==> src/rtl/ais_pkg.sv <==
// Constants and route types for the converter input selector
package ais_pkg;
	localparam int SFR_W = 8;
	localparam int CODE_W = 5;
	localparam int OFFSET_W = 10;
	localparam logic [7:0] PAGE_MAIN = 8'h00;
	localparam logic [7:0] PAGE_CAL = 8'h0f;
	localparam logic [7:0] ADDR_INPUT_SELECT = 8'h96;
	localparam logic [7:0] ADDR_OFFSET_HIGH = 8'h8e;
	localparam logic [7:0] ADDR_OFFSET_LOW = 8'h8d;
	localparam logic [7:0] ADDR_REF_CTRL = 8'hd1;
	localparam int TEMP_EN_POS = 2;
	localparam int OFFSET_LOW_POS = 6;
	localparam logic [4:0] INPUT_SELECT_RESET = 5'h1f;
	localparam logic TEMP_EN_RESET = 1'b0;
	localparam logic [9:0] OFFSET_RESET = 10'h000;
	localparam logic [7:0] RDATA_RESET = 8'h00;
	localparam logic [4:0] CODE_P0_FIRST = 5'h01;
	localparam logic [4:0] CODE_P0_LAST = 5'h07;
	localparam logic [4:0] CODE_P1_FIRST = 5'h0a;
	localparam logic [4:0] CODE_P1_LAST = 5'h0c;
	localparam logic [4:0] CODE_P1_PIN4 = 5'h0c;
	localparam logic [4:0] CODE_TEMP = 5'h1b;
	localparam logic [4:0] CODE_VDD_A = 5'h1c;
	localparam logic [4:0] CODE_VCORE = 5'h1d;
	localparam logic [4:0] CODE_VDD_B = 5'h1e;
	localparam logic [4:0] CODE_GND = 5'h1f;

	typedef enum logic [2:0] {
		RT_NONE, RT_PORT0, RT_PORT1, RT_TEMP, RT_VDD, RT_VCORE, RT_GND
	} ais_route_t;

	// Route class of a code; pin 4 of port 1 only exists on large package
	function automatic ais_route_t ais_route_of(input logic [4:0] code,
			input logic pkg24);
		ais_route_t r;
		r = RT_NONE;
		if (code >= CODE_P0_FIRST && code <= CODE_P0_LAST) begin
			r = RT_PORT0;
		end else if (code >= CODE_P1_FIRST && code <= CODE_P1_LAST) begin
			r = (code == CODE_P1_PIN4 && !pkg24) ? RT_NONE : RT_PORT1;
		end else if (code == CODE_TEMP) begin
			r = RT_TEMP;
		end else if (code == CODE_VDD_A || code == CODE_VDD_B) begin
			r = RT_VDD;
		end else if (code == CODE_VCORE) begin
			r = RT_VCORE;
		end else if (code == CODE_GND) begin
			r = RT_GND;
		end
		return r;
	endfunction
endpackage

==> src/rtl/ais_route_if.sv <==
// Selection code and decoded analog routes between top and decoder
`timescale 1ns/1ps
interface ais_route_if;
	logic [4:0] code;
	logic pkg24;
	logic [6:0] port0;
	logic [2:0] port1;
	logic temp;
	logic vdd;
	logic vcore;
	logic gnd;
	logic reserved;
	modport dec (input code, pkg24,
		output port0, port1, temp, vdd, vcore, gnd, reserved);
	modport user (output code, pkg24,
		input port0, port1, temp, vdd, vcore, gnd, reserved);
endinterface

==> src/rtl/ais_decode.sv <==
// Combinational decode of the positive-input code into switch enables
`timescale 1ns/1ps
module ais_decode
	import ais_pkg::*;
(
	ais_route_if.dec rt
);
	ais_route_t route;
	logic [4:0] p0_idx;
	logic [4:0] p1_idx;

	always_comb begin
		route = ais_route_of(rt.code, rt.pkg24);
		p0_idx = rt.code - CODE_P0_FIRST;
		p1_idx = rt.code - CODE_P1_FIRST;
		rt.port0 = 7'h00;
		rt.port1 = 3'h0;
		rt.temp = 1'b0;
		rt.vdd = 1'b0;
		rt.vcore = 1'b0;
		rt.gnd = 1'b0;
		rt.reserved = 1'b0;
		case (route)
			RT_PORT0: rt.port0 = 7'h01 << p0_idx[2:0];
			RT_PORT1: rt.port1 = 3'h1 << p1_idx[1:0];
			RT_TEMP: rt.temp = 1'b1;
			RT_VDD: rt.vdd = 1'b1;
			RT_VCORE: rt.vcore = 1'b1;
			RT_GND: rt.gnd = 1'b1;
			// No switch closed on reserved codes
			default: rt.reserved = 1'b1;
		endcase
	end
endmodule

==> src/rtl/ais_top.sv <==
// Input selector and factory offset registers on the SFR bus
`timescale 1ns/1ps
module ais_top #(
	parameter bit PKG_24_PIN = 1'b1
) (
	// Clock and reset
	input wire logic CLK_SYS,
	input wire logic ARST_N,
	// SFR bus
	input wire logic [7:0] SFR_PAGE,
	input wire logic [7:0] SFR_ADDR,
	input wire logic SFR_WR,
	input wire logic SFR_RD,
	input wire logic [ais_pkg::SFR_W-1:0] SFR_WDATA,
	output logic [ais_pkg::SFR_W-1:0] SFR_RDATA,
	output logic SFR_RD_HIT,
	// Factory trim word
	input wire logic [ais_pkg::OFFSET_W-1:0] FACTORY_TEMP_OFFSET,
	// Analog switch controls
	output logic [6:0] ROUTE_PORT0,
	output logic [2:0] ROUTE_PORT1,
	output logic ROUTE_TEMP,
	output logic ROUTE_VDD,
	output logic ROUTE_VCORE,
	output logic ROUTE_GND,
	output logic CODE_RESERVED,
	// Temperature sensor
	output logic TEMP_SENSOR_EN,
	output logic TEMP_SENSOR_HIZ,
	output logic TEMP_READING_VALID
);
	import ais_pkg::*;

	if (PKG_24_PIN !== 1'b0 && PKG_24_PIN !== 1'b1) begin : g_bad_pkg
		$error("PKG_24_PIN must be 0 or 1");
	end

	ais_route_if rt ();

	logic [4:0] code_r, code_nxt;
	logic temp_en_r, temp_en_nxt;
	logic [9:0] offset_r, offset_nxt;
	logic loaded_r, loaded_nxt;
	logic [7:0] rdata_r, rdata_nxt;
	logic hit_r, hit_nxt;
	logic hiz_r, hiz_nxt;
	logic valid_r, valid_nxt;
	logic [6:0] p0_r;
	logic [2:0] p1_r;
	logic temp_r, vdd_r, vcore_r, gnd_r, resv_r;
	logic wr_sel, wr_ref, on_main, on_cal;

	assign rt.code = code_r;
	assign rt.pkg24 = PKG_24_PIN;

	ais_decode u_decode (
		.rt(rt)
	);

	always_comb begin
		on_main = (SFR_PAGE == PAGE_MAIN);
		on_cal = (SFR_PAGE == PAGE_CAL);
		wr_sel = SFR_WR && on_main && SFR_ADDR == ADDR_INPUT_SELECT;
		wr_ref = SFR_WR && on_main && SFR_ADDR == ADDR_REF_CTRL;
		code_nxt = code_r;
		temp_en_nxt = temp_en_r;
		if (wr_sel) begin
			code_nxt = SFR_WDATA[4:0];
		end
		if (wr_ref) begin
			temp_en_nxt = SFR_WDATA[TEMP_EN_POS];
		end
		// Registered so these outputs match the enable and route timing
		hiz_nxt = !temp_en_nxt;
		valid_nxt = rt.temp && temp_en_nxt;
		// trim caught after reset release
		// Caught once so a floating trim input cannot drift the value
		offset_nxt = loaded_r ? offset_r : FACTORY_TEMP_OFFSET;
		loaded_nxt = 1'b1;
		// Offset registers ignore writes; read data holds between reads
		rdata_nxt = rdata_r;
		hit_nxt = 1'b0;
		if (SFR_RD) begin
			rdata_nxt = 8'h00;
			if (on_main && SFR_ADDR == ADDR_INPUT_SELECT) begin
				rdata_nxt = {3'h0, code_r};
				hit_nxt = 1'b1;
			end else if (on_main && SFR_ADDR == ADDR_REF_CTRL) begin
				rdata_nxt[TEMP_EN_POS] = temp_en_r;
				hit_nxt = 1'b1;
			end else if (on_cal && SFR_ADDR == ADDR_OFFSET_HIGH) begin
				rdata_nxt = offset_r[9:2];
				hit_nxt = 1'b1;
			end else if (on_cal && SFR_ADDR == ADDR_OFFSET_LOW) begin
				rdata_nxt = {offset_r[1:0], 6'h00};
				hit_nxt = 1'b1;
			end
		end
	end

	always_ff @(posedge CLK_SYS or negedge ARST_N) begin
		if (!ARST_N) begin
			code_r <= INPUT_SELECT_RESET;
			temp_en_r <= TEMP_EN_RESET;
			offset_r <= OFFSET_RESET;
			loaded_r <= 1'b0;
			rdata_r <= RDATA_RESET;
			hit_r <= 1'b0;
			hiz_r <= 1'b1;
			valid_r <= 1'b0;
		end else begin
			code_r <= code_nxt;
			temp_en_r <= temp_en_nxt;
			offset_r <= offset_nxt;
			loaded_r <= loaded_nxt;
			rdata_r <= rdata_nxt;
			hit_r <= hit_nxt;
			hiz_r <= hiz_nxt;
			valid_r <= valid_nxt;
		end
	end

	// Switch enables registered; one cycle behind the select register
	always_ff @(posedge CLK_SYS or negedge ARST_N) begin
		if (!ARST_N) begin
			p0_r <= 7'h00;
			p1_r <= 3'h0;
			temp_r <= 1'b0;
			vdd_r <= 1'b0;
			vcore_r <= 1'b0;
			gnd_r <= 1'b0;
			resv_r <= 1'b0;
		end else begin
			p0_r <= rt.port0;
			p1_r <= rt.port1;
			temp_r <= rt.temp;
			vdd_r <= rt.vdd;
			vcore_r <= rt.vcore;
			gnd_r <= rt.gnd;
			resv_r <= rt.reserved;
		end
	end

	assign SFR_RDATA = rdata_r;
	assign SFR_RD_HIT = hit_r;
	assign ROUTE_PORT0 = p0_r;
	assign ROUTE_PORT1 = p1_r;
	assign ROUTE_TEMP = temp_r;
	assign ROUTE_VDD = vdd_r;
	assign ROUTE_VCORE = vcore_r;
	assign ROUTE_GND = gnd_r;
	assign CODE_RESERVED = resv_r;
	assign TEMP_SENSOR_EN = temp_en_r;
	assign TEMP_SENSOR_HIZ = hiz_r;
	// Only a reading with sensor powered means anything
	assign TEMP_READING_VALID = valid_r;

	a_select_write: assert property (
		@(posedge CLK_SYS) disable iff (!ARST_N)
		SFR_WR && SFR_PAGE == PAGE_MAIN && SFR_ADDR == ADDR_INPUT_SELECT
		##1 (SFR_RD && SFR_PAGE == PAGE_MAIN &&
		SFR_ADDR == ADDR_INPUT_SELECT && !SFR_WR) |=>
		SFR_RDATA[4:0] == $past(SFR_WDATA[4:0], 2))
		else $error("select write not read back");
	a_ground_route: assert property (
		@(posedge CLK_SYS) disable iff (!ARST_N)
		code_r == CODE_GND |=> ROUTE_GND && ROUTE_PORT0 == 7'h00 &&
		!CODE_RESERVED)
		else $error("ground code not routed");
	a_small_package: assert property (
		@(posedge CLK_SYS) disable iff (!ARST_N)
		code_r == CODE_P1_PIN4
		|=> ROUTE_PORT1 == (PKG_24_PIN ? 3'h4 : 3'h0) &&
		CODE_RESERVED == !PKG_24_PIN)
		else $error("missing pin routed");
	a_core_supply: assert property (
		@(posedge CLK_SYS) disable iff (!ARST_N)
		code_r == CODE_VCORE |=> ROUTE_VCORE && !ROUTE_VDD)
		else $error("core supply not routed");
	a_temp_route: assert property (
		@(posedge CLK_SYS) disable iff (!ARST_N)
		$rose(code_r == CODE_TEMP) |=> $rose(ROUTE_TEMP) && !ROUTE_GND)
		else $error("sensor not routed");
	a_sensor_float: assert property (
		@(posedge CLK_SYS) disable iff (!ARST_N)
		!TEMP_SENSOR_EN |-> TEMP_SENSOR_HIZ && !TEMP_READING_VALID)
		else $error("disabled sensor not floating");
	a_offset_held: assert property (
		@(posedge CLK_SYS) disable iff (!ARST_N)
		loaded_r |=> $stable(offset_r))
		else $error("offset changed after capture");
	a_offset_high: assert property (
		@(posedge CLK_SYS) disable iff (!ARST_N)
		SFR_RD && SFR_PAGE == PAGE_CAL && SFR_ADDR == ADDR_OFFSET_HIGH
		|=> SFR_RD_HIT && SFR_RDATA == $past(offset_r[9:2]))
		else $error("offset high read wrong");
	a_offset_low: assert property (
		@(posedge CLK_SYS) disable iff (!ARST_N)
		SFR_RD && SFR_PAGE == PAGE_CAL && SFR_ADDR == ADDR_OFFSET_LOW
		|=> SFR_RDATA[7:6] == $past(offset_r[1:0]))
		else $error("offset low read wrong");
	a_low_zero: assert property (
		@(posedge CLK_SYS) disable iff (!ARST_N)
		SFR_RD && SFR_PAGE == PAGE_CAL && SFR_ADDR == ADDR_OFFSET_LOW
		|=> SFR_RDATA[5:0] == 6'h00)
		else $error("offset low unused bits set");
	a_page_gate: assert property (
		@(posedge CLK_SYS) disable iff (!ARST_N)
		SFR_RD && SFR_PAGE != PAGE_CAL && (SFR_ADDR == ADDR_OFFSET_HIGH
		|| SFR_ADDR == ADDR_OFFSET_LOW) |=> !SFR_RD_HIT &&
		SFR_RDATA == 8'h00)
		else $error("offset visible off its page");
	a_enable_bit: assert property (
		@(posedge CLK_SYS) disable iff (!ARST_N)
		SFR_WR && SFR_PAGE == PAGE_MAIN && SFR_ADDR == ADDR_REF_CTRL
		|=> TEMP_SENSOR_EN == $past(SFR_WDATA[TEMP_EN_POS]))
		else $error("sensor enable not written");
	a_upper_zero: assert property (
		@(posedge CLK_SYS) disable iff (!ARST_N)
		SFR_RD && SFR_PAGE == PAGE_MAIN && SFR_ADDR == ADDR_INPUT_SELECT
		|=> SFR_RDATA[7:5] == 3'h0)
		else $error("select upper bits set");
endmodule

==> config.mk <==
export PLATFORM = sky130hd
export DESIGN_NAME = ais_top
export DESIGN_NICKNAME = d
export VERILOG_FILES = /design/src/rtl/ais_pkg.sv /design/src/rtl/ais_route_if.sv /design/src/rtl/ais_decode.sv /design/src/rtl/ais_top.sv
export SDC_FILE = /design/constraint.sdc
export NUM_CORES = 1
export LEC_CHECK = 0
export ABC_AREA = 1
export BUFFER_PORTS_ARGS = -buffer_cell sky130_fd_sc_hd__clkbuf_2
export CAP_MARGIN = 10
export CORE_UTILIZATION = 54
export DETAILED_ROUTE_END_ITERATION = 6
export GPL_ROUTABILITY_DRIVEN = 0
export PLACE_DENSITY = 0.84
export SLEW_MARGIN = 20
export SYNTH_ARGS = -nofsm -noshare
export SYNTH_HDL_FRONTEND = slang
export SYNTH_SLANG_ARGS = --single-unit
==> constraint.sdc <==
create_clock -name CLK_SYS -period 3.8 [get_ports CLK_SYS]
set_input_delay 0.76 -clock CLK_SYS [delete_from_list [all_inputs] [get_ports CLK_SYS]]
set_output_delay 0.76 -clock CLK_SYS [all_outputs]
set_load 0.02 [all_outputs]
# Word level (Yosys, flattened, before mapping)
# Cells that the tools add are included.
# classes
n_lt_le_gt_ge	4
add_sub_neg	2
n_shift	2
mux	25
n_eq_ne	16
n_reduce_logical	14
# ops
operator	n
$eq 8x8->1 const B	4
$eq 5x5->1 const B	5
$mux 8	3
$mux 3	7
$mux 1	12
$logic_and 1x1->1	10
$eq 3x3->1 const B	3
$eq 8x4->1 const B	1
$logic_not 8->1	1
$mux 7	1
$shl 1x3->7 const A	1
$eq 3x2->1 const B	2
$reduce_or 6->1	1
$ge 5x1->1 const B	1
$ge 5x4->1 const B	1
$le 5x3->1 const B	1
$le 5x4->1 const B	1
$mux 5	1
$eq 3x1->1 const B	1
$shl 1x2->3 const A	1
$sub 3x1->3 const B	1
$mux 2	1
$sub 2x2->2 const B	1
$logic_not 1->1	1
$logic_or 1x1->1	1
# totals
elab_cells	78
regBits	43
input_bits	38
out_inout_bits	27

# Logic depth before layout (Yosys ltp)
# Gate-level depths: netlist (run 1).
# depth
ltp_word	10
mapped_depth	8
mapped_depth_nobuf	8

# Cells and area by module
# Synthesis (run 1) repeated with hierarchy kept, for this count alone.
# hier_totals
cells_unflattened	237
area_unflattened_um2	2058.2
# by_module_without_submodules
mod	instances	cells_per_inst	area_each_um2	seq_area_each_um2
ais_top	1	176	1779.2	1083.5
ais_decode	1	61	279.0	0.0

# Worst setup path after synthesis (run 1)
# Ideal clock, no wire load.
# synth_path
path_kind	in2reg
from	in SFR_PAGE[7]
to	reg valid_r (netlist: TEMP_READING_VALID)
t_required_ns	3.731
path_slack_ns	2.300
stages	7
t_arrival_ns	1.431
setup_ns	0.069
path_cell_list	nor2_4 -> nand2_4 -> nor2_8 -> nand2_2 -> o21bai_2 -> nand2_2 -> nor2_2
# synth_via
elab_chain_len	5
# synth_lines
element	line	text
start: declaration	ais_top.sv:10	input wire logic [7:0] SFR_PAGE,
$logic_not 8->1	ais_top.sv:61	on_main = (SFR_PAGE == PAGE_MAIN);
$logic_and 1x1->1 (2 in a row)	ais_top.sv:64	wr_ref = SFR_WR && on_main && SFR_ADDR == ADDR_REF_CTRL;
$mux 1	ais_top.sv:70	if (wr_ref) begin
$logic_and 1x1->1	ais_top.sv:75	valid_nxt = rt.temp && temp_en_nxt;
named net valid_nxt	ais_top.sv:47	logic valid_r, valid_nxt;
end signal: assignment	ais_top.sv:119	valid_r <= valid_nxt;
end: declaration	ais_top.sv:47	
# The timed path passes the listed nets, and every way through them passes these cells.
# A chain may end at the register's enable or synchronous reset.

# Final worst setup path (run 1)
# layout_path
from	reg hiz_r (netlist: TEMP_SENSOR_HIZ)
to	out TEMP_SENSOR_HIZ
# layout_lines
element	line	text
start: declaration	ais_top.sv:46	logic hiz_r, hiz_nxt;
start signal: assignment	ais_top.sv:118	hiz_r <= hiz_nxt;
end: declaration	ais_top.sv:29	output logic TEMP_SENSOR_HIZ,
# No word-level cell between the ends.

==> flow_summary.toml, run 1 <==
[timing]
maxSlewViolCount = 0
finClkSkew_ns = 0.00342
setup_viol_count_final = 0
slew_headroom_pct = 40.6
min_period_over_period_pct = 45.3
fmax_ghz = 0.581
rsz0062_at_grt = "false"
period_minus_slack_ns = 1.72
timing.final.ws_setup_ns = 2.08
hold_viol = 0
tightest_slew_ns = 0.891
finalSetupTns_ns = 0

[synth]
yosysMostFrequentCell = "nand2_1"
synth_top_cells_by_area = "dfrtp_1 46%, nand2_1 8.0%, dfstp_2 7.8%, inv_1 5.6%, nor2_1 3.9%"
yosys.area_share.simple_pct = 28.2
synth_ff_type = "dfrtp_1"
synth_cells = 214
yosysSeqAreaShare_pct = 53.8
synth_adder_area_share_pct = 0.622
synth_top_family_by_area = "simple AND/OR/NAND/NOR gates"
synthMuxAreaShare_pct = 3.36
yosysWarnings = 0
synth_cell_types = 29
ys_seq_elements = 43
synthArstFlopShare_pct = 100
synth-xor-area-share_pct = 0
synth_top_area_share_pct = 46.0
synth_compound_area_share_pct = 7.09
synth-edff-count = 0
syn-num-nets = 253
synthTopCellsByCount = "43 x nand2_1, 37 x dfrtp_1, 30 x inv_1, 21 x nor2_1, 15 x nand3_1"
avgSynthCellArea_um2 = 9.41
synth_area_um2 = 2010
yosys.area.top_type = "dfrtp_1"

[setup_path]
worstReg2RegStart = "code_r[1]$_DFFE_PN1P_"
crit_path_max_fanout = 1
worstPathCellList = "clkbuf_2"
crit_buf_inv = 1
crit_path_start = "TEMP_SENSOR_HIZ$_DFF_PN1_"
critical_path.endpoint = "TEMP_SENSOR_HIZ"
critPathTopFamily = "flip-flops"
start_kind = "register"
r2r_setup_slack_ns = 2.43
required_ns = 3.04
cp_slowest_cell = "dfstp_2"
path_depth = 1
crit_path_max_incr_delay_ns = 0.52
cp.arrival_ns = 0.96
r2r-end = "ROUTE_PORT0[2]$_DFF_PN0_"
endpoint_kind = "output pin"
r2r_cells = 3
crit_type = "register to output pin"

[final_layout]
syn_to_final_growth_pct = 23.1
diodes = 0
fin_area_um2 = 2480
drive_gt1_share_pct = 38.2
final_nets = 318

[drt]
drt_first_pass_iters = 4
route.detailed.drc = 0
met1_length_um = 1480
vias = 1610
viasPerCell = 4.94
wl_per_cell_um = 11.6
ant_nets = 0
drtIter0Drc = 79
dr.max_layer_used = "met4"
met3_length_um = 196
routed_wl_um = 3770
wl_met2_um = 1980

[pwr]
ir_drop_uv = 326
finalPower_uw = 897
combinationalPowerShare_pct = 6.7
seq_power_share_pct = 53.0
p_leak_nw = 1.43
switchingPower_uw = 191
p_clk_share_pct = 40.3
p_int_uw = 706
p_sw_share_pct = 21.3
pwr_density_cell_nw_per_um2 = 362

[flow_run]
maxCapViolations = 0

[clock_tree]
worstSkewPairLatency_ns = 0.29
htreeDepth = 2
root_buffer = "clkbuf_8"
path_clk_slew_ns = 0.08
cts_made_buffers = 5
cts_tree = "yes"
cts.sinks = 43
cts_hold_buffers = 0
cts_resized = 0
clockBufferDepth = 2
cts_setup_buffers = 0

[grt]
grt_start_max_net_pins = 44
gr-usage-all-layers_pct = 22.0
grt_pass1_vias = 1558
grt_first_pass_wirelength_um = 6590
gr-total-overflow = 0
antenna_found_initial = 0

[floorplan]
die_height_um = 63.1
dieArea_um2 = 3980
initial_core_util_pct = 58.5
std_cell_rows = 21
core_um2 = 3440
ios = 65
die_width_um = 63.1

[placement]
place_ws_ns = 2.09
placed_area_um2 = 2360
dp_hpwl_um = 2790
port_buffers = 61

[run_status]
status = "completed"

[min_path]
min_path_type = "register to register"
hold_path_startpoint = "SFR_RDATA[2]$_DFFE_PN0P_"
-- flip-flops by register name (all words and copies together), names as in the netlist, 3 cells and up --
register	count
SFR_RDATA	8
code_r	5
ROUTE_PORT1	3
ROUTE_PORT0	7
offset_r	10
-- worst register-to-register path: cells and delay by family, from the launching register on --
| kind | cells | cell delay, ns |
|---|---|---|
| flip-flops | 1 | 0.63 |
| adder cells (fa/ha/maj) | 1 | 0.35 |
| AND/OR/NAND/NOR | 2 | 0.30 |
-- kinds of logic (layout without fill, tap and decap cells) --
group / count (synthesis) / count (layout)
buffers and inverters: 35 / 101
adder cells (fa/ha/maj): 1 / 1
AO/OA/AOI/OAI: 21 / 21
AND/OR/NAND/NOR: 107 / 107
flip-flops: 43 / 43
other: 1 / 1
multiplexers: 6 / 6
-- per-layer routing --
metal  track usage [%]  vias to the layer above
met3              5.62                       11
met4              11.6                        0
met2              40.2                       53
met1              22.7                      742
met5                 0                        -
li1                  -                      804
-- metrics by stage --
| step | instances | hold WS [ns] | util [%] |
|---|---|---|---|
| after floorplan | 214 | 0.464 | - |
| after global placement | 318 | 0.463 | 68.6 |
| after detailed placement | 318 | 0.471 | 68.6 |
| after CTS | 326 | 0.489 | 72.0 |
| after global routing | 326 | 0.524 | 72.0 |
| final | 326 | 0.483 | 72.0 |
-- power groups by stage --
stage	sequential, mW	clock, mW	combinational, mW
after floorplan	0.481	0	0.0298
after global placement	0.483	0	0.0590
after detailed placement	0.484	0	0.0611
after CTS	0.475	0.366	0.0615
after global routing	0.477	0.392	0.0693
final	0.475	0.361	0.0603
-- worst min path at each step --
stage | to | slack, ns | cells after the start
floorplan | CODE_RESERVED$_DFF_PN0_ | 0.46 | 0
global placement | SFR_RDATA[2]$_DFFE_PN0P_ | 0.46 | 2
detailed placement | SFR_RDATA[2]$_DFFE_PN0P_ | 0.47 | 2
CTS | SFR_RDATA[2]$_DFFE_PN0P_ | 0.49 | 2
global route | SFR_RDATA[1]$_DFFE_PN0P_ | 0.52 | 2
finish | SFR_RDATA[2]$_DFFE_PN0P_ | 0.48 | 2
-- cells in the final DEF, fill, tap and decap left out, drive strengths merged --
master	Yosys	final
nand3	16	16
conb	1	1
ha	1	1
nor3	5	5
nand4	3	3
clkbuf	0	66
nand2	49	49
inv	32	32
o21bai	1	1
clkinv	0	1
a21oi	8	8
o21ai	9	9
a211oi	1	1
buf	3	1
nor4	1	1
nor2	33	33
mux2	6	6
bufinv	0	1
dfrtp	37	37
o211ai	1	1
dfstp	6	6
o31ai	1	1
-- area by class of cell --
| type | count | area (um2) |
|---|---|---|
| Sequential cell | 43 | 1080 |
| Timing Repair Buffer | 61 | 305 |
| Clock inverter | 2 | 35.0 |
| Multi-Input combinational cell | 136 | 795 |
| Fill cell | 272 | 963 |
| Inverter | 32 | 120 |
| Tap cell | 46 | 57.6 |
| Clock buffer | 6 | 82.6 |
Note: power is estimated with default switching activity, not from simulation.
==> run 2, diff against run 1 <==
--- a/config.mk
+++ b/config.mk
@@ -8,10 +8,10 @@
 export ABC_AREA = 1
 export BUFFER_PORTS_ARGS = -buffer_cell sky130_fd_sc_hd__clkbuf_2
 export CAP_MARGIN = 10
-export CORE_UTILIZATION = 54
+export CORE_UTILIZATION = 50
 export DETAILED_ROUTE_END_ITERATION = 6
 export GPL_ROUTABILITY_DRIVEN = 0
-export PLACE_DENSITY = 0.84
+export PLACE_DENSITY = 0.79
 export SLEW_MARGIN = 20
 export SYNTH_ARGS = -nofsm -noshare
 export SYNTH_HDL_FRONTEND = slang
==> constraint.sdc (replaced) <==
create_clock -name CLK_SYS -period 1.6 [get_ports CLK_SYS]
set_input_delay 0.32 -clock CLK_SYS [delete_from_list [all_inputs] [get_ports CLK_SYS]]
set_output_delay 0.32 -clock CLK_SYS [all_outputs]
set_load 0.02 [all_outputs]
==> run 2 against run 1 <==
Against the previous run: worst setup slack got worse by 1.9 ns; first-iteration DRC count grew 15%; non-clock buffer count rose by 4; final cell count rose by 1.8%; critical path type is now register to register; highest routed layer unchanged.
==> flow_summary.toml, run 2 (synthesized netlist as in run 1, its figures left out) <==
[run_status]
status = "completed"

[setup_path]
r2r_cells = 3
crit_type = "register to register"
start_kind = "register"
crit_path_max_incr_delay_ns = 0.64
r2r_setup_slack_ns = 0.23
required_ns = 1.81
worstReg2RegStart = "code_r[1]$_DFFE_PN1P_"
worstPathCellList = "nor2_2, ha_1, nor3_1"
cp.arrival_ns = 1.58
cp_slowest_cell = "dfstp_2"
r2r-end = "ROUTE_PORT0[1]$_DFF_PN0_"
endpoint_kind = "register"
crit_path_max_fanout = 9

[final_layout]
largest_reg_flops = 10
top_register = "offset_r"
syn_to_final_growth_pct = 24.2
drive_gt1_share_pct = 38.7
fill_cells = 308
diodes = 0
multi_input_comb_area_um2 = 795
mostFrequentLayoutCell = "clkbuf_2"
regArea_um2 = 1080
final_nets = 322
layout_common_cells = "61 x clkbuf_2, 43 x nand2_1, 37 x dfrtp_1"

[clock_tree]
htreeDepth = 2
cts_tree = "yes"
clockBufferDepth = 2
path_clk_slew_ns = 0.08
cts_made_buffers = 5
worstSkewPairLatency_ns = 0.29
cts.sinks = 43
root_buffer = "clkbuf_8"

[min_path]
min_to = "code_r[1]$_DFFE_PN1P_"
min_path_type = "input port to register"
hold_path_startpoint = "SFR_WDATA[1]"
whs_path_depth = 3

[pwr]
ir_drop_uv = 648
p_int_mw = 1.57
combinationalPowerShare_pct = 7.6
p_clk_share_pct = 37.0
p_leak_nw = 1.44
switchingPower_uw = 458
pwr_density_cell_nw_per_um2 = 812
p_sw_share_pct = 22.6
finalPower_mw = 2.03
seq_power_share_pct = 55.5

[timing]
finClkSkew_ns = 0.00541
slew_headroom_pct = 66.3
setup_viol_count_final = 0
fmax_ghz = 0.729
finalSetupTns_ns = 0
rsz0062_at_grt = "false"
min_period_over_period_pct = 85.7
hold_ws_ns = 0.204
hold_viol = 0
period_minus_slack_ns = 1.37
tightest_slew_ns = 0.506
maxSlewViolCount = 0

[placement]
dp_hpwl_um = 2890
port_buffers = 61

[drt]
vias = 1578
drt_first_pass_iters = 4
routed_wl_um = 3610
wl_per_cell_um = 10.9
route.detailed.drc = 0
drtIter0Drc = 91
ant_nets = 0
viasPerCell = 4.75

[grt]
grt_first_pass_wirelength_um = 6290
gr-total-overflow = 0
gr-usage-all-layers_pct = 19.7
grt_pass1_vias = 1496
grt_start_max_net_pins = 22
antenna_found_initial = 0

[floorplan]
die_height_um = 65.5
die_width_um = 65.5
initial_core_util_pct = 53.4
dieArea_um2 = 4280
core_um2 = 3770
std_cell_rows = 22
ios = 65

[flow_run]
maxCapViolations = 0
run 2: cell types whose count changed in the layout (fill, tap and decap cells not counted), sizes merged:
cell	before	now
clkbuf	66	68
bufinv	1	0
clkinv	1	0
buf	1	3
clkinvlp	0	1
dlygate4sd3	0	1
run 2: cell type report:
cell class	count	area share [%]
Timing Repair Buffer	65	13.5
Sequential cell	43	43.3
Clock inverter	1	0.300
Inverter	32	4.80
Clock buffer	7	3.85
Multi-Input combinational cell	136	31.8
Tap cell	48	2.40
run 2: worst max-delay path by stage:
| stage | from | to | slack [ns] | depth (start not counted) |
|---|---|---|---|---|
| 3_5_place_dp | code_r[1]$_DFFE_PN1P_ | ROUTE_PORT0[1]$_DFF_PN0_ | 0.25 | 3 |
| 3_3_place_gp | code_r[1]$_DFFE_PN1P_ | ROUTE_PORT0[0]$_DFF_PN0_ | 0.30 | 3 |
| 6_report | code_r[1]$_DFFE_PN1P_ | ROUTE_PORT0[1]$_DFF_PN0_ | 0.23 | 3 |
| 5_1_grt | code_r[1]$_DFFE_PN1P_ | ROUTE_PORT0[1]$_DFF_PN0_ | 0.19 | 3 |
| 2_1_floorplan | code_r[1]$_DFFE_PN1P_ | ROUTE_PORT0[1]$_DFF_PN0_ | 0.30 | 4 |
| 4_1_cts | code_r[1]$_DFFE_PN1P_ | ROUTE_PORT0[1]$_DFF_PN0_ | 0.23 | 3 |
run 2: power groups by stage:
stage | Clock [mW] | Sequential, mW | Combinational, mW
2_1_floorplan | 0 | 1.14 | 0.0708
3_3_place_gp | 0 | 1.15 | 0.149
3_5_place_dp | 0 | 1.15 | 0.155
4_1_cts | 0.768 | 1.13 | 0.157
5_1_grt | 0.810 | 1.13 | 0.174
6_report | 0.750 | 1.13 | 0.153
run 2: repair_timing:
item / CTS / global route
endpoints found under the hold margin: 7 / 0
endpoints found under the setup margin: 0 / 0
resized for setup: 0 / 0
hold buffers: 1 / 0
setup buffers: 0 / 0
run 2: metrics by stage:
| step | setup slack [ns] | util [%] | cells | cell area [um2] |
|---|---|---|---|---|
| floorplan | 0.304 | - | 214 | 2010 |
| global placement | 0.302 | 63.3 | 323 | 2390 |
| detailed placement | 0.246 | 63.3 | 323 | 2390 |
| CTS | 0.225 | 66.3 | 332 | 2500 |
| global route | 0.185 | 66.3 | 332 | 2500 |
| finish | 0.229 | 66.3 | 332 | 2500 |
run 2: worst max-delay path, delay by kind of cell (launching register included):
family	cells	cell delay, ns
and+or+nand+nor	2	0.30
DFF	1	0.64
adders and majority gates	1	0.35
run 2: per-layer routing:
| layer | routed length [um] | GRT usage (%) | up-vias | share of wire [%] |
|---|---|---|---|---|
| met1 | 1520 | 21.8 | 718 | 42 |
| met5 | 0 | 0 | - | 0 |
| met3 | 173 | 5.56 | 8 | 4.8 |
| met4 | 68 | 7.34 | 0 | 1.9 |
| met2 | 1850 | 35.6 | 44 | 51 |
| li1 | - | - | 808 | - |
==> run 3, diff against run 2 <==
--- a/config.mk
+++ b/config.mk
@@ -7,11 +7,9 @@
 export LEC_CHECK = 0
 export ABC_AREA = 1
 export BUFFER_PORTS_ARGS = -buffer_cell sky130_fd_sc_hd__clkbuf_2
-export CAP_MARGIN = 10
-export CORE_UTILIZATION = 50
+export CORE_UTILIZATION = 30
 export DETAILED_ROUTE_END_ITERATION = 6
 export GPL_ROUTABILITY_DRIVEN = 0
-export PLACE_DENSITY = 0.79
 export SLEW_MARGIN = 20
 export SYNTH_ARGS = -nofsm -noshare
 export SYNTH_HDL_FRONTEND = slang
==> run 3 against run 2 <==
Against the previous run: the run now ends with DRC left; final cell count up 8.4%; via count down 0.89%; worst hold slack lost 0.012 ns; utilization down 26 points; maximum frequency up 0.91%; routed wire length increased by 11%; critical endpoint is now ROUTE_PORT0[0]$_DFF_PN0_; largest power group unchanged; clock skew is 0.0041 ns higher; sequential power hardly changed.
==> flow_summary.toml, run 3 (synthesized netlist as in run 1, its figures left out) <==
[run_status]
status = "finished with violations"
violations = "DRC"

[final_layout]
final_nets = 321
drive_gt1_share_pct = 38.5
syn_to_final_growth_pct = 27.8
largest_reg_flops = 10
diodes = 0
mostFrequentLayoutCell = "clkbuf_2"
top_register = "offset_r"
layout_common_cells = "61 x clkbuf_2, 43 x nand2_1, 37 x dfrtp_1"

[setup_path]
cp.arrival_ns = 1.59
r2r_cells = 3
r2r_setup_slack_ns = 0.24
crit_path_start = "code_r[1]$_DFFE_PN1P_"
endpoint_kind = "register"
worstPathCellList = "nor2_2, ha_1, nor3_1"
crit_path_max_fanout = 9
worstReg2RegStart = "code_r[1]$_DFFE_PN1P_"
crit_path_max_incr_delay_ns = 0.64
crit_type = "register to register"
cp_slowest_cell = "dfstp_2"
required_ns = 1.83
critical_path.endpoint = "ROUTE_PORT0[0]$_DFF_PN0_"
start_kind = "register"
r2r-end = "ROUTE_PORT0[0]$_DFF_PN0_"

[pwr]
ir_drop_uv = 369
p_leak_nw = 1.45
pwr_density_cell_nw_per_um2 = 891

[timing]
min_period_over_period_pct = 84.9
hold_viol = 0
rsz0062_at_grt = "false"
hold_ws_ns = 0.192
setup_viol_count_final = 0
fmax_ghz = 0.736
finClkSkew_ns = 0.00953
period_minus_slack_ns = 1.36
maxSlewViolCount = 0
finalSetupTns_ns = 0

[clock_tree]
cts_tree = "yes"
cts_made_buffers = 5
htreeDepth = 2
cts_resized = 0
cts.sinks = 43
cts_hold_buffers = 1
path_clk_slew_ns = 0.09
root_buffer = "clkbuf_8"
clockBufferDepth = 2
worstSkewPairLatency_ns = 0.31
cts_setup_buffers = 0

[floorplan]
initial_core_util_pct = 31.3
die_height_um = 83.9
die_width_um = 83.9
core_um2 = 6420
std_cell_rows = 29
dieArea_um2 = 7040
ios = 65

[grt]
grt_pass1_vias = 1521
antenna_found_initial = 0
grt_first_pass_wirelength_um = 6970
grt_start_max_net_pins = 27
met2_usage_pct = 21.9
grt_util_met1_pct = 14.5
top_usage_layer = "met2"
gr-usage-all-layers_pct = 12.7
gr-total-overflow = 0
use_met3_pct = 3.46

[drt]
drtIter0Drc = 66
wl_per_cell_um = 11.1
vias = 1564
viasPerCell = 4.34
drt_first_pass_iters = 6
routed_wl_um = 4010
ant_nets = 0
route.detailed.drc = 10

[placement]
dp_hpwl_um = 3150
port_buffers = 61

[min_path]
min_path_type = "input port to register"

[flow_run]
maxCapViolations = 0
run 3: worst max-delay path: cells and delay by family (launching register included):
kind | cells | cell delay [ns]
flops | 1 | 0.64
fa+ha+maj | 1 | 0.35
simple gates | 2 | 0.29
run 3: power breakdown:
| part | switching [mW] | internal, mW |
|---|---|---|
| clock | 0.390 | 0.622 |
| combinational | 0.0867 | 0.0685 |
| sequential | 0.0132 | 1.11 |
| total | 0.490 | 1.80 |
run 3: worst min path at each step:
| stage | from | end | slack [ns] | cells after the start |
|---|---|---|---|---|
| 2_1_floorplan | ARST_N | CODE_RESERVED$_DFF_PN0_ | 0.02 | 0 |
| 4_1_cts | SFR_WDATA[1] | code_r[1]$_DFFE_PN1P_ | 0.19 | 3 |
| 3_3_place_gp | ARST_N | TEMP_READING_VALID$_DFF_PN0_ | 0.28 | 1 |
| 5_1_grt | SFR_WDATA[1] | code_r[1]$_DFFE_PN1P_ | 0.19 | 3 |
| 3_5_place_dp | ARST_N | ROUTE_TEMP$_DFF_PN0_ | 0.28 | 1 |
| 6_report | SFR_WDATA[1] | code_r[1]$_DFFE_PN1P_ | 0.19 | 3 |
run 3: routing by layer:
layer  up-vias  wire, um
met5         -         0
li1        806         -
met4         0       104
met2        42      1980
met1       706      1740
met3        10       185
run 3: stage by stage:
stage / util (%) / setup WS (ns) / area [um2] / std cells / total power, mW
2_1_floorplan: - / 0.304 / 2010 / 214 / 1.21
3_3_place_gp: 37.8 / 0.288 / 2430 / 351 / 1.30
3_5_place_dp: 37.8 / 0.262 / 2430 / 351 / 1.30
4_1_cts: 40.1 / 0.245 / 2570 / 360 / 2.32
5_1_grt: 40.1 / 0.145 / 2570 / 360 / 2.39
6_report: 40.1 / 0.241 / 2570 / 360 / 2.29
run 3: area by class of cell:
class	count	area, um2
Clock inverter	3	67.6
Timing Repair Buffer	64	343
Sequential cell	43	1080
Clock buffer	5	68.8
Multi-Input combinational cell	136	795
Fill cell	662	3850
Inverter	32	120
Tap cell	77	96.3
